### src/include/rxs_regs.svh
// register offsets, field positions and reset values of the receive status bank
`ifndef RXS_REGS_SVH
`define RXS_REGS_SVH
// ----------------------------------------------------------------
// register indices (byte address is four times the index)
// ----------------------------------------------------------------
`define RXS_IDX_ERR_WAKE 8'h19
`define RXS_IDX_FILL 8'h1A
`define RXS_IDX_FLAGS_LB 8'h1B
`define RXS_IDX_COLL 8'h1C
`define RXS_IDX_WAKE_CTRL 8'h30
`define RXS_IDX_AMP_REF 8'h31
`define RXS_IDX_PHA_REF 8'h32
`define RXS_IDX_CAP_REF 8'h33
`define RXS_IDX_AMP_DELTA 8'h34
`define RXS_IDX_PHA_DELTA 8'h35
`define RXS_IDX_CAP_DELTA 8'h36
// ----------------------------------------------------------------
// field positions
// ----------------------------------------------------------------
`define RXS_EW_CRC 7
`define RXS_EW_PAR 6
`define RXS_EW_SOFT 5
`define RXS_EW_HARD 4
`define RXS_EW_WT 3
`define RXS_EW_WAM 2
`define RXS_EW_WPH 1
`define RXS_EW_WCAP 0
`define RXS_F2_UNF 6
`define RXS_F2_OVR 5
`define RXS_F2_NCP 4
`define RXS_F2_NP 0
`define RXS_WC_EVERY 0
// ----------------------------------------------------------------
// reset values and limits
// ----------------------------------------------------------------
`define RXS_RST_BYTE 8'h00
`define RXS_FILL_MAX 7'h60
`endif

### src/include/rxs_pkg.sv
// types shared by the receive status bank
package rxs_pkg;
  // receive error pulses from the framing logic
  typedef struct packed {
    logic crc_err;
    logic par_err;
    logic soft_framing;
    logic hard_framing;
  } rxs_rx_err_t;
  // end-of-frame description of the last received byte
  typedef struct packed {
    logic frame_end;
    logic last_incomplete;
    logic [2:0] last_bits;
    logic missing_parity;
  } rxs_last_t;
  // collision report from the bit decoder
  typedef struct packed {
    logic frame_start;
    logic anticoll_window;
    logic detect;
    logic [3:0] full_bytes;
    logic [2:0] bits;
    logic in_parity;
  } rxs_coll_t;
  // one measurement result for the wake-up detector
  typedef enum logic [1:0] {
    RXS_MEAS_AMP,
    RXS_MEAS_PHASE,
    RXS_MEAS_CAP
  } rxs_meas_kind_t;
  typedef struct packed {
    logic valid;
    rxs_meas_kind_t kind;
    logic [7:0] value;
  } rxs_meas_t;
endpackage : rxs_pkg

### src/rtl/rxs_status_bank.sv
// receive error, wake-up event, queue status and collision position registers
//
// Behaviour
// RULE_01: soft framing error sets event bit 5.
// RULE_02: hard framing error sets event bit 4.
// RULE_03: wake timer expiry sets bit 3 only when every-timeout option selected.
// RULE_04: amplitude beyond reference plus delta sets event bit 2.
// RULE_05: phase beyond reference plus delta sets event bit 1.
// RULE_06: capacitance beyond reference plus delta sets event bit 0.
// RULE_07: reading the event register clears it entirely.
// RULE_08: event register clears at power-up and on set-default.
// RULE_09: seven-bit count of unread queue bytes, range zero to ninety-six.
// RULE_10: status-2 bit 6 on underflow, bit 5 on overflow.
// RULE_11: bit 4 flags incomplete last byte, bits 3..1 give valid bits.
// RULE_12: bit 0 flags missing last parity, also counted as framing error.
// RULE_13: empty queue reads count zero, clears incomplete flag and low two bits.
// RULE_14: host reads both queue status registers before queue data.
// RULE_15: both queue status and collision registers clear on reset, default, clear.
// RULE_16: collision bits 7..4 hold full bytes before first collision.
// RULE_17: collision bits 3..1 hold bits before collision in that byte.
// RULE_18: collision position updates only inside the anticollision window.
// RULE_19: collision bit 0 marks first collision in a parity bit, an error.
// RULE_20: main event bit 0 shows any pending event until event register read.
// RULE_21: event flags stay set until read or default or clear command; cmd_clear leaves them set here.
//
// The Wishbone register port was left to the implementer.
`timescale 1ns/10ps
`default_nettype none
`include "rxs_regs.svh"
module rxs_status_bank
  import rxs_pkg::*;
(
  input wire logic clk,
  input wire logic reset,
  // wishbone classic slave
  input wire logic wb_cyc_i,
  input wire logic wb_stb_i,
  input wire logic wb_we_i,
  input wire logic [31:0] wb_adr_i,
  input wire logic [31:0] wb_dat_i,
  input wire logic [3:0] wb_sel_i,
  output logic [31:0] wb_dat_o,
  output logic wb_ack_o,
  // direct commands
  input wire logic cmd_set_default,
  input wire logic cmd_clear,
  // receive side events
  input wire rxs_rx_err_t rx_err,
  input wire rxs_last_t rx_last,
  input wire rxs_coll_t coll,
  input wire logic wake_timer_expired,
  input wire rxs_meas_t meas,
  // queue traffic
  input wire logic queue_push,
  input wire logic queue_pop,
  // summary bit toward the main event register
  output logic main_err_pending
);

  // ----------------------------------------------------------------
  // helper functions
  // ----------------------------------------------------------------
  // true when a measurement lies further than delta from its reference
  function automatic logic beyond_delta(input logic [7:0] value, input logic [7:0] ref_v,
                                        input logic [7:0] delta);
    logic [7:0] diff;
    diff = (value >= ref_v) ? (value - ref_v) : (ref_v - value);
    beyond_delta = diff > delta;
  endfunction : beyond_delta

  // register index from a byte address; low two bits ignored
  function automatic logic [7:0] word_index(input logic [31:0] adr);
    word_index = adr[9:2];
  endfunction : word_index

  // ----------------------------------------------------------------
  // registers
  // ----------------------------------------------------------------
  logic [7:0] err_q, err_d;
  logic [6:0] fill_q, fill_d;
  logic unf_q, unf_d;
  logic ovr_q, ovr_d;
  logic ncp_q, ncp_d;
  logic [2:0] lb_q, lb_d;
  logic np_q, np_d;
  logic [7:0] coll_q, coll_d;
  logic coll_seen_q, coll_seen_d;
  logic every_timeout_q;
  logic [7:0] amp_ref_q, pha_ref_q, cap_ref_q;
  logic [7:0] amp_delta_q, pha_delta_q, cap_delta_q;
  logic ack_q;
  logic [31:0] dat_q, dat_d;

  // ----------------------------------------------------------------
  // bus decode
  // ----------------------------------------------------------------
  wire logic [7:0] idx = word_index(wb_adr_i);
  // a request is served once; the ack cycle itself is not a new request
  wire logic req = wb_cyc_i & wb_stb_i & ~ack_q;
  wire logic rd_req = req & ~wb_we_i;
  wire logic wr_req = req & wb_we_i & wb_sel_i[0];
  wire logic hit_err = (idx == `RXS_IDX_ERR_WAKE);
  wire logic rd_clear_err = rd_req & hit_err;
  wire logic wr_ctrl = wr_req & (idx == `RXS_IDX_WAKE_CTRL);
  wire logic wr_amp_ref = wr_req & (idx == `RXS_IDX_AMP_REF);
  wire logic wr_pha_ref = wr_req & (idx == `RXS_IDX_PHA_REF);
  wire logic wr_cap_ref = wr_req & (idx == `RXS_IDX_CAP_REF);
  wire logic wr_amp_delta = wr_req & (idx == `RXS_IDX_AMP_DELTA);
  wire logic wr_pha_delta = wr_req & (idx == `RXS_IDX_PHA_DELTA);
  wire logic wr_cap_delta = wr_req & (idx == `RXS_IDX_CAP_DELTA);

  // both commands wipe the queue and collision state, only default wipes events
  wire logic queue_wipe = cmd_set_default | cmd_clear;
  wire logic queue_empty = (fill_q == 7'h00);
  // queue abuse in this cycle, kept even when a wipe lands with it
  wire logic ovr_hit = queue_push & ~queue_pop & (fill_q == `RXS_FILL_MAX);
  wire logic unf_hit = queue_pop & ~queue_push & queue_empty;

  // ----------------------------------------------------------------
  // event sources
  // ----------------------------------------------------------------
  // wake-up comparisons, one per measurement kind
  wire logic wam_hit = meas.valid & (meas.kind == RXS_MEAS_AMP) &
                       beyond_delta(meas.value, amp_ref_q, amp_delta_q); // RULE_04
  wire logic wph_hit = meas.valid & (meas.kind == RXS_MEAS_PHASE) &
                       beyond_delta(meas.value, pha_ref_q, pha_delta_q); // RULE_05
  wire logic wcap_hit = meas.valid & (meas.kind == RXS_MEAS_CAP) &
                        beyond_delta(meas.value, cap_ref_q, cap_delta_q); // RULE_06
  wire logic wt_hit = wake_timer_expired & every_timeout_q; // RULE_03
  // missing parity on the last byte is a framing error that corrupts data
  wire logic np_hit = rx_last.frame_end & rx_last.missing_parity; // RULE_12
  // a first collision in the anticollision window that falls on a parity bit
  wire logic coll_take = coll.detect & coll.anticoll_window & ~coll_seen_q; // RULE_18
  wire logic coll_par_hit = coll_take & coll.in_parity; // RULE_19

  wire logic [7:0] err_set = {
    rx_err.crc_err,
    rx_err.par_err | coll_par_hit,
    rx_err.soft_framing, // RULE_01
    rx_err.hard_framing | np_hit, // RULE_02
    wt_hit,
    wam_hit,
    wph_hit,
    wcap_hit
  };

  // ----------------------------------------------------------------
  // event register next value
  // ----------------------------------------------------------------
  // a new event in the clearing cycle survives: set wins over clear
  always_comb begin
    err_d = err_q;
    if (rd_clear_err | cmd_set_default) begin
      err_d = `RXS_RST_BYTE; // RULE_07 RULE_08
    end
    err_d = err_d | err_set; // RULE_21
  end

  // ----------------------------------------------------------------
  // queue fill count and flags
  // ----------------------------------------------------------------
  // count saturates at both ends so the flags record the abuse instead
  always_comb begin
    fill_d = fill_q;
    unf_d = unf_q;
    ovr_d = ovr_q;
    if (queue_push & ~queue_pop) begin
      if (fill_q == `RXS_FILL_MAX) begin
        ovr_d = 1'b1; // RULE_10
      end else begin
        fill_d = fill_q + 7'h01; // RULE_09
      end
    end else if (queue_pop & ~queue_push) begin
      if (queue_empty) begin
        unf_d = 1'b1; // RULE_10
      end else begin
        fill_d = fill_q - 7'h01; // RULE_09
      end
    end
    if (queue_wipe) begin
      // set wins over clear, so an abuse in the wiping cycle still shows
      fill_d = 7'h00; // RULE_15
      unf_d = unf_hit; // RULE_10
      ovr_d = ovr_hit; // RULE_10
    end
  end

  // ----------------------------------------------------------------
  // last byte description
  // ----------------------------------------------------------------
  // once the queue drains the incomplete flag and the low two valid-bit bits are cleared
  always_comb begin
    ncp_d = ncp_q;
    lb_d = lb_q;
    np_d = np_q;
    if (rx_last.frame_end) begin
      ncp_d = rx_last.last_incomplete; // RULE_11
      lb_d = rx_last.last_incomplete ? rx_last.last_bits : 3'h0; // RULE_11
      np_d = rx_last.missing_parity; // RULE_12
    end else if (queue_empty) begin
      ncp_d = 1'b0; // RULE_13
      lb_d[1:0] = 2'h0; // RULE_13
    end
    if (queue_wipe) begin
      ncp_d = 1'b0; // RULE_15
      lb_d = 3'h0;
      np_d = 1'b0;
    end
  end

  // ----------------------------------------------------------------
  // collision position
  // ----------------------------------------------------------------
  // only the first collision of a frame counts; a new frame re-arms
  always_comb begin
    coll_d = coll_q;
    coll_seen_d = coll_seen_q;
    if (coll.frame_start) begin
      coll_seen_d = 1'b0;
    end
    if (coll_take) begin
      coll_d = {coll.full_bytes, coll.bits, coll.in_parity}; // RULE_16 RULE_17 RULE_19
      coll_seen_d = 1'b1;
    end
    if (queue_wipe) begin
      coll_d = `RXS_RST_BYTE; // RULE_15
      coll_seen_d = 1'b0;
    end
  end

  // ----------------------------------------------------------------
  // read data mux
  // ----------------------------------------------------------------
  // with an empty queue the count field reads zero regardless of lag
  wire logic [7:0] fill_rd = queue_empty ? `RXS_RST_BYTE : {1'b0, fill_q}; // RULE_13
  wire logic [7:0] flags_rd = {1'b0, unf_q, ovr_q, ncp_q, lb_q, np_q};
  wire logic [7:0] ctrl_rd = {7'h00, every_timeout_q};
  wire logic [7:0] rd_byte =
    (idx == `RXS_IDX_ERR_WAKE) ? err_q :
    (idx == `RXS_IDX_FILL) ? fill_rd :
    (idx == `RXS_IDX_FLAGS_LB) ? flags_rd :
    (idx == `RXS_IDX_COLL) ? coll_q :
    (idx == `RXS_IDX_WAKE_CTRL) ? ctrl_rd :
    (idx == `RXS_IDX_AMP_REF) ? amp_ref_q :
    (idx == `RXS_IDX_PHA_REF) ? pha_ref_q :
    (idx == `RXS_IDX_CAP_REF) ? cap_ref_q :
    (idx == `RXS_IDX_AMP_DELTA) ? amp_delta_q :
    (idx == `RXS_IDX_PHA_DELTA) ? pha_delta_q :
    (idx == `RXS_IDX_CAP_DELTA) ? cap_delta_q :
    `RXS_RST_BYTE;

  // data held stable for the ack cycle, zero otherwise
  always_comb begin
    dat_d = 32'h0000_0000;
    if (rd_req) begin
      dat_d = {24'h00_0000, rd_byte};
    end
  end

  // ----------------------------------------------------------------
  // status flops
  // ----------------------------------------------------------------
  always_ff @(posedge clk or posedge reset) begin
    if (reset) begin
      err_q <= `RXS_RST_BYTE; // RULE_08
      fill_q <= 7'h00;
      unf_q <= 1'b0;
      ovr_q <= 1'b0;
      ncp_q <= 1'b0;
      lb_q <= 3'h0;
      np_q <= 1'b0;
      coll_q <= `RXS_RST_BYTE; // RULE_15
      coll_seen_q <= 1'b0;
    end else begin
      err_q <= err_d;
      fill_q <= fill_d;
      unf_q <= unf_d;
      ovr_q <= ovr_d;
      ncp_q <= ncp_d;
      lb_q <= lb_d;
      np_q <= np_d;
      coll_q <= coll_d;
      coll_seen_q <= coll_seen_d;
    end
  end

  // ----------------------------------------------------------------
  // wake-up configuration flops
  // ----------------------------------------------------------------
  // set-default returns the detector to its reset, option-off state
  always_ff @(posedge clk or posedge reset) begin
    if (reset) begin
      every_timeout_q <= 1'b0;
      amp_ref_q <= `RXS_RST_BYTE;
      pha_ref_q <= `RXS_RST_BYTE;
      cap_ref_q <= `RXS_RST_BYTE;
      amp_delta_q <= `RXS_RST_BYTE;
      pha_delta_q <= `RXS_RST_BYTE;
      cap_delta_q <= `RXS_RST_BYTE;
    end else if (cmd_set_default) begin
      every_timeout_q <= 1'b0;
      amp_ref_q <= `RXS_RST_BYTE;
      pha_ref_q <= `RXS_RST_BYTE;
      cap_ref_q <= `RXS_RST_BYTE;
      amp_delta_q <= `RXS_RST_BYTE;
      pha_delta_q <= `RXS_RST_BYTE;
      cap_delta_q <= `RXS_RST_BYTE;
    end else begin
      if (wr_ctrl) begin
        every_timeout_q <= wb_dat_i[`RXS_WC_EVERY];
      end
      if (wr_amp_ref) begin
        amp_ref_q <= wb_dat_i[7:0];
      end
      if (wr_pha_ref) begin
        pha_ref_q <= wb_dat_i[7:0];
      end
      if (wr_cap_ref) begin
        cap_ref_q <= wb_dat_i[7:0];
      end
      if (wr_amp_delta) begin
        amp_delta_q <= wb_dat_i[7:0];
      end
      if (wr_pha_delta) begin
        pha_delta_q <= wb_dat_i[7:0];
      end
      if (wr_cap_delta) begin
        cap_delta_q <= wb_dat_i[7:0];
      end
    end
  end

  // ----------------------------------------------------------------
  // bus answer
  // ----------------------------------------------------------------
  // one wait state: ack a cycle after the request, dropped right after
  always_ff @(posedge clk or posedge reset) begin
    if (reset) begin
      ack_q <= 1'b0;
      dat_q <= 32'h0000_0000;
    end else begin
      ack_q <= req;
      dat_q <= dat_d;
    end
  end

  assign wb_ack_o = ack_q;
  assign wb_dat_o = dat_q;
  // summary stays up until the event register itself is read or set-default clears it
  assign main_err_pending = |err_q; // RULE_20

endmodule : rxs_status_bank
`default_nettype wire

### config.mk
export PLATFORM = sky130hd
export DESIGN_NAME = rxs_status_bank
export DESIGN_NICKNAME = d
export VERILOG_FILES = /design/src/include/rxs_pkg.sv /design/src/rtl/rxs_status_bank.sv
export VERILOG_INCLUDE_DIRS = /design/src /design/src/include
export SDC_FILE = /design/constraint.sdc
export NUM_CORES = 1
export LEC_CHECK = 0
export ABC_AREA = 1
export BUFFER_PORTS_ARGS = -buffer_cell sky130_fd_sc_hd__buf_2
export CAP_MARGIN = 20
export CELL_PAD_IN_SITES_DETAIL_PLACEMENT = 0
export CELL_PAD_IN_SITES_GLOBAL_PLACEMENT = 1
export CORE_ASPECT_RATIO = 0.6
export CORE_UTILIZATION = 41
export DETAILED_ROUTE_END_ITERATION = 6
export GPL_ROUTABILITY_DRIVEN = 0
export PLACE_DENSITY_LB_ADDON = 0.1
export SYNTH_ARGS = -nofsm -noshare
export SYNTH_HDL_FRONTEND = slang
export SYNTH_SLANG_ARGS = --single-unit
### constraint.sdc
create_clock -name clk -period 3 [get_ports clk]
set_clock_uncertainty 0.1 [all_clocks]
set_input_delay 0.3 -clock clk [delete_from_list [all_inputs] [get_ports clk]]
set_output_delay 0.3 -clock clk [all_outputs]
set_load 0.01 [all_outputs]
==> results.cfg, run 1 <==
[run_status]
outcome = completed

[cts]
path_clk_slew_ns = 0.07
clock_sink_count = 89
cts_root_buf = clkbuf_16
clk-insertion-delay-late_ns = 0.36
htreeDepth = 3
clock_path_buffers = 2
tritoncts = built
numCtsBuffers = 9

[sta]
drv_slew = 0
setup_viol = 0
hold_viol_final = 0
max_freq_mhz = 349
tightestPinTransition_ns = 0.782
tns_ns = 0
fin_crit_ns = 2.87
slew_headroom_pct = 47.4
layout_setup_ws_ns = 0.132
fin_crit_sh_pct = 95.6

[drt]
route.detailed.drc = 0
drt_pass1_iterations = 7
wl_per_cell_um = 17.2
vias = 7052
drtIter0Drc = 726
vias_per_cell = 5.01
antenna_left = 0
routed_wl_um = 24200

[final_layout]
layout.nets = 1353
final_common_cell = nand2_1
postLayoutCellArea_um2 = 9100
syn_to_final_growth_pct = 20.6
diodes = 0
drive_gt1_share_pct = 22.3
layout_common_cells = 252 x nand2_1, 148 x inv_1, 88 x dfrtp_1, 88 x buf_4

[yosys]
synth_area_um2 = 7550
synth_cells = 1009
ys_warn_count = 0
synth_edf_count = 0
avgSynthCellArea_um2 = 7.48
synth.distinct_cells = 47
synthFlopType = dfrtp_1
yosys_register_bits = 89
synthArstFlopShare_pct = 100
yosysSeqAreaShare_pct = 29.5

[worst_setup_path]
path_common_cell = nand2_1
max_stage_delay_ns = 0.40
critPathKind = reg2reg
crit_arrival_ns = 3.01
slowest_stage = dfrtp_1
worstPathCellList = ha_1, a21oi_2, nor2_1, a211oi_2, nand3_4, inv_4, buf_4, nand2_1, nand2_1, xor2_1, ha_1, nand2_1, nor2_1, nand2_1, o211ai_1, nand3_1, nand2_1
crit_path_max_fanout = 7
crit_path_start_kind = flip-flop
endpoint_kind = flip-flop
crit_required_ns = 3.14

[floorplan]
rows = 38
initial_core_util_pct = 41.9
core_region_area_um2 = 18000
io_pins = 144
die_area_um2 = 19000
die_h_um = 107
die_width_um = 177

[pwr]
ir_drop_v = 0.000281
p_total_mw = 4.00
p_seq_share_pct = 33.6
pwr-share-clk_pct = 29.1
switchingPower_mw = 1.44
switching_share_pct = 35.9
pwr_density_cell_nw_per_um2 = 439
p_int_mw = 2.56
combPwrFrac_pct = 37.3
p_leak_nw = 4.71

[hold_path]
hold_path_class = in2reg

[global_route]
grt_max_degree = 46
grt_pass1_vias = 6383
grt-ovfl-total = 0
track_usage_pct = 26.7
antenna_found_initial = 0
grt_pass1_wl_um = 37300

[place]
placed_area_um2 = 8620
port_buffers = 68
hpwl_um = 19800
pre_cts_slack_ns = -0.241

[run]
drv_cap = 0
==> timing repair <==
action	4_1_cts	5_1_grt
hold buffers	1	0
endpoints found under the hold margin	44	0
setup endpoints to repair	1	3
pin swaps	0	15
gates resized for setup	1	35
gates cloned	0	0
buffers inserted	0	6
==> registers in the layout, summed over array words and instances, names as in the netlist <==
signal           flops
amp_delta_q          8
amp_ref_q            8
cap_delta_q          8
cap_ref_q            8
coll_q               8
coll_seen_q          1
err_q                8
every_timeout_q      1
fill_q               7
lb_q                 3
ncp_q                1
np_q                 1
ovr_q                1
pha_delta_q          8
pha_ref_q            8
unf_q                1
wb_ack_o             1
wb_dat_o             8
==> final cells by class <==
class	instances	area (um^2)
Tap cell	240	300
Timing Repair Buffer	158	1030
Clock inverter	5	55.1
Inverter	163	626
Multi-Input combinational cell	741	4620
Clock buffer	11	243
Fill cell	1826	8920
Sequential cell	89	2230
==> worst max-delay path: cells and delay by family, from the launching register on <==
kind | cells | cell delay [ns]
compound gates | 3 | 0.58
buf+inv | 2 | 0.22
simple gates | 9 | 0.66
fa+ha+maj | 2 | 0.57
xor+xnor | 1 | 0.20
flops | 1 | 0.40
==> logic make-up after synthesis <==
| group | share of synthesized area, % |
|---|---|
| AND/OR/NAND/NOR | 24.0 |
| buffers and inverters | 12.1 |
| XOR/XNOR | 3.71 |
| flip-flops | 29.5 |
| multiplexers | 0.298 |
| other | 0.0497 |
| adder cells (fa/ha/maj) | 14.1 |
| AO/OA/AOI/OAI | 16.2 |
==> power by group through the flow <==
stage	registers, mW	clock network [mW]	logic (mW)
after global routing	1.35	1.22	1.68
after detailed placement	1.36	0	1.41
after global placement	1.36	0	1.40
final	1.34	1.16	1.49
after CTS	1.34	1.17	1.42
after floorplan	1.34	0	0.917
==> Yosys cell counts, types with 5 or more instances <==
cell / n / area, um^2
a21o_1: 6 / 45.0
a21oi_1: 59 / 295
buf_2: 8 / 40.0
buf_4: 25 / 188
buf_6: 6 / 67.6
dfrtp_1: 89 / 2230
fa_1: 7 / 140
ha_1: 74 / 926
inv_1: 153 / 574
inv_2: 7 / 26.3
nand2_1: 255 / 957
nand2_2: 6 / 37.5
nand3_1: 34 / 170
nand3b_1: 6 / 45.0
nand4_1: 13 / 81.3
nor2_1: 50 / 188
nor2_2: 5 / 31.3
nor2_4: 6 / 67.6
nor3_1: 6 / 30.0
o211ai_1: 6 / 45.0
o21ai_0: 72 / 360
o21ai_1: 27 / 135
o21ai_2: 9 / 78.8
o221ai_1: 6 / 52.6
xnor2_1: 5 / 43.8
xor2_1: 27 / 236
==> per-stage QoR <==
stage	util [%]	std cells	hold slack, ns
after floorplan	-	1032	0.292
after global placement	47.8	1384	0.320
after detailed placement	47.8	1384	0.319
after CTS	49.5	1401	0.0169
after global routing	50.5	1407	0.0310
final	50.5	1407	0.0223
==> path summary, 6_finish.rpt <==
kind,endpoint,startpoint,cells after the start,slack (ns)
setup / recovery,err_q[1],pha_ref_q[5],17,0.13
hold / removal,err_q[5],rx_err[1],2,0.02
setup reg to reg,err_q[1],pha_ref_q[5],17,0.13
hold reg to reg,wb_ack_o,wb_ack_o,1,0.38
max in group asynchronous,amp_ref_q[7],reset,4,1.64
min in group asynchronous,coll_q[6],reset,3,0.48
==> layer usage <==
| metal | GRT usage, % | vias up | share of wire (%) |
|---|---|---|---|
| met4 | 4.06 | 2 | 0.52 |
| met1 | 44.9 | 3245 | 55 |
| met5 | 2.50 | - | 0.25 |
| met2 | 32.8 | 258 | 36 |
| met3 | 6.10 | 14 | 8.9 |
| li1 | - | 3533 | - |
(Power assumes the default switching activity.)
==> run 2: changes to the inputs <==
==> constraint.sdc (replaced) <==
create_clock -name clk -period 2.8 [get_ports clk]
set_clock_uncertainty 0.1 [all_clocks]
set_input_delay 0.28 -clock clk [delete_from_list [all_inputs] [get_ports clk]]
set_output_delay 0.28 -clock clk [all_outputs]
set_load 0.01 [all_outputs]
==> run 2 against run 1 <==
  * Clock-buffer cell count down 1
  * Clock power up 16%
  * Final cell count up 0.92%
  * First-iteration DRC count down 15%
  * Die area unchanged
  * Non-clock buffer count up 13
  * Combinational power up 14%
  * Final area up 3.3%
  * Utilization up 1.7 points
  * Critical endpoint unchanged
  * Largest power group unchanged
==> results.cfg, run 2 (synthesis gave the netlist of run 1 again) <==
[run_status]
outcome = completed

[worst_setup_path]
rrSetupSlack_ns = 0.04
endpoint_kind = flip-flop
reg2reg_depth = 16
crit_required_ns = 2.99
r2r-end = err_q[1]
critPathKind = reg2reg
startpoint = pha_ref_q[5]
crit_path_start_kind = flip-flop
cp-endpoint = err_q[1]
crit_path_max_fanout = 7
regToRegStartpoint = pha_ref_q[5]
crit_arrival_ns = 2.94

[global_route]
use_met2_pct = 33.2
track_usage_pct = 26.6
grt_use_met3_pct = 4.54
grt_pass1_wl_um = 37300
grt_pass1_vias = 6463
grt_max_degree = 40
top_usage_layer = met1
antenna_found_initial = 0
gr-usage-met1_pct = 45.6
grt-ovfl-total = 0

[sta]
fin_crit_ns = 2.76
hold-worst-slack_ns = 0.0149
fin_crit_sh_pct = 98.4
rsz0062_at_grt = true
slew_headroom_pct = 35.8
drv_slew = 0
hold_viol_final = 0
max_freq_mhz = 363
tightestPinTransition_ns = 0.960
layout_setup_ws_ns = 0.0444
setup_viol = 0

[final_layout]
diodes = 0
stdcell_count = 1420
drive_gt1_share_pct = 25.9
postLayoutCellArea_um2 = 9410
post-route-util_pct = 52.2
syn_to_final_growth_pct = 24.6
filler_cell_count = 1814
layout.nets = 1366
layout_common_cells = 239 x nand2_1, 147 x inv_1, 97 x buf_4
final_common_cell = nand2_1

[drt]
vias = 7159
drt_pass1_iterations = 7
wl_per_cell_um = 17.1
vias_per_cell = 5.04
route.detailed.drc = 0
routed_wl_um = 24300
drtIter0Drc = 616
antenna_left = 0

[floorplan]
core_region_area_um2 = 18000
initial_core_util_pct = 41.9
rows = 38
die_width_um = 177
die_h_um = 107
io_pins = 144
die_area_um2 = 19000

[cts]
clock_path_buffers = 2
path_clk_slew_ns = 0.07
numCtsBuffers = 9
tritoncts = built
cts_root_buf = clkbuf_16
htreeDepth = 3
clk-insertion-delay-late_ns = 0.35
clock_sink_count = 89

[hold_path]
hold_path_class = in2reg

[place]
hpwl_um = 20100
pre_cts_slack_ns = -0.231
placed_area_um2 = 8700
dp_cells = 1393
port_buffers = 68

[pwr]
pwr_density_cell_nw_per_um2 = 477
ir_drop_v = 0.000280
p_leak_nw = 4.79

[run]
drv_cap = 0
## run 2: changes by cell type in the layout (fill, tap and decap cells not counted), sizes merged
cell,previous run,this run
dlygate4sd3,1,2
clkbuf,11,10
bufinv,1,2
clkinv,3,2
buf,157,169
inv,161,162
## run 2: critical path, cell delays in order (launching register included)
cell      delay (ns)
dfrtp_1         0.43
ha_4            0.24
a21oi_2         0.16
nor2_1          0.07
a211oi_2        0.28
nand3_4         0.17
buf_6           0.15
nand2_2         0.06
nand2_2         0.06
xor2_2          0.16
ha_1            0.29
nand2_1         0.06
nor2_2          0.11
nand2_1         0.06
o211ai_1        0.08
nand3_1         0.10
nand2_1         0.10
## run 2: timing repair
item / 4_1_cts / 5_1_grt
endpoints found under the setup margin: 3 / 3
endpoints found under the hold margin: 38 / 0
pin swaps: 7 / 26
hold buffers: 2 / 0
resized for setup: 18 / 57
setup buffers: 3 / 6
## run 2: area by class of cell
class / count / area (um^2) / area share [%]
clock inverter: 6 / 91.3 / 0.971
clock buffer: 10 / 239 / 2.54
tap: 240 / 300 / 3.19
sequential: 89 / 2230 / 23.7
inverter: 163 / 622 / 6.61
multi-input combinational: 741 / 4770 / 50.8
timing repair buffer: 171 / 1150 / 12.2
## run 2: how the worst min path moves through the flow
stage          slack, ns         to  cells after the start      start
3_5_place_dp        0.26  coll_q[6]                      2      reset
2_1_floorplan       0.27   err_q[5]                      1  rx_err[1]
6_report            0.01   err_q[7]                      2  rx_err[3]
3_3_place_gp        0.26  coll_q[6]                      2      reset
4_1_cts             0.01   err_q[7]                      2  rx_err[3]
5_1_grt             0.01   err_q[7]                      2  rx_err[3]
## run 2: metrics by stage
step	power, mW	TNS [ns]
after detailed placement	2.99	-0.635
after global routing	4.76	-0.305
after CTS	4.37	0
after floorplan	2.42	0
after global placement	2.98	-0.481
final	4.49	0
## run 2: routing by layer
metal	share of wire (%)	vias up	wire length (um)
met5	0	-	0
met4	0.60	0	145
met3	6.1	14	1490
met2	37	206	8890
met1	57	3389	13800
li1	-	3550	-
## run 2: power by group
part	switching [mW]	total (mW)	internal [mW]
Sequential	0.0768	1.44	1.36
Clock	0.539	1.35	0.808
Combinational	0.967	1.70	0.730
Total	1.58	4.49	2.90
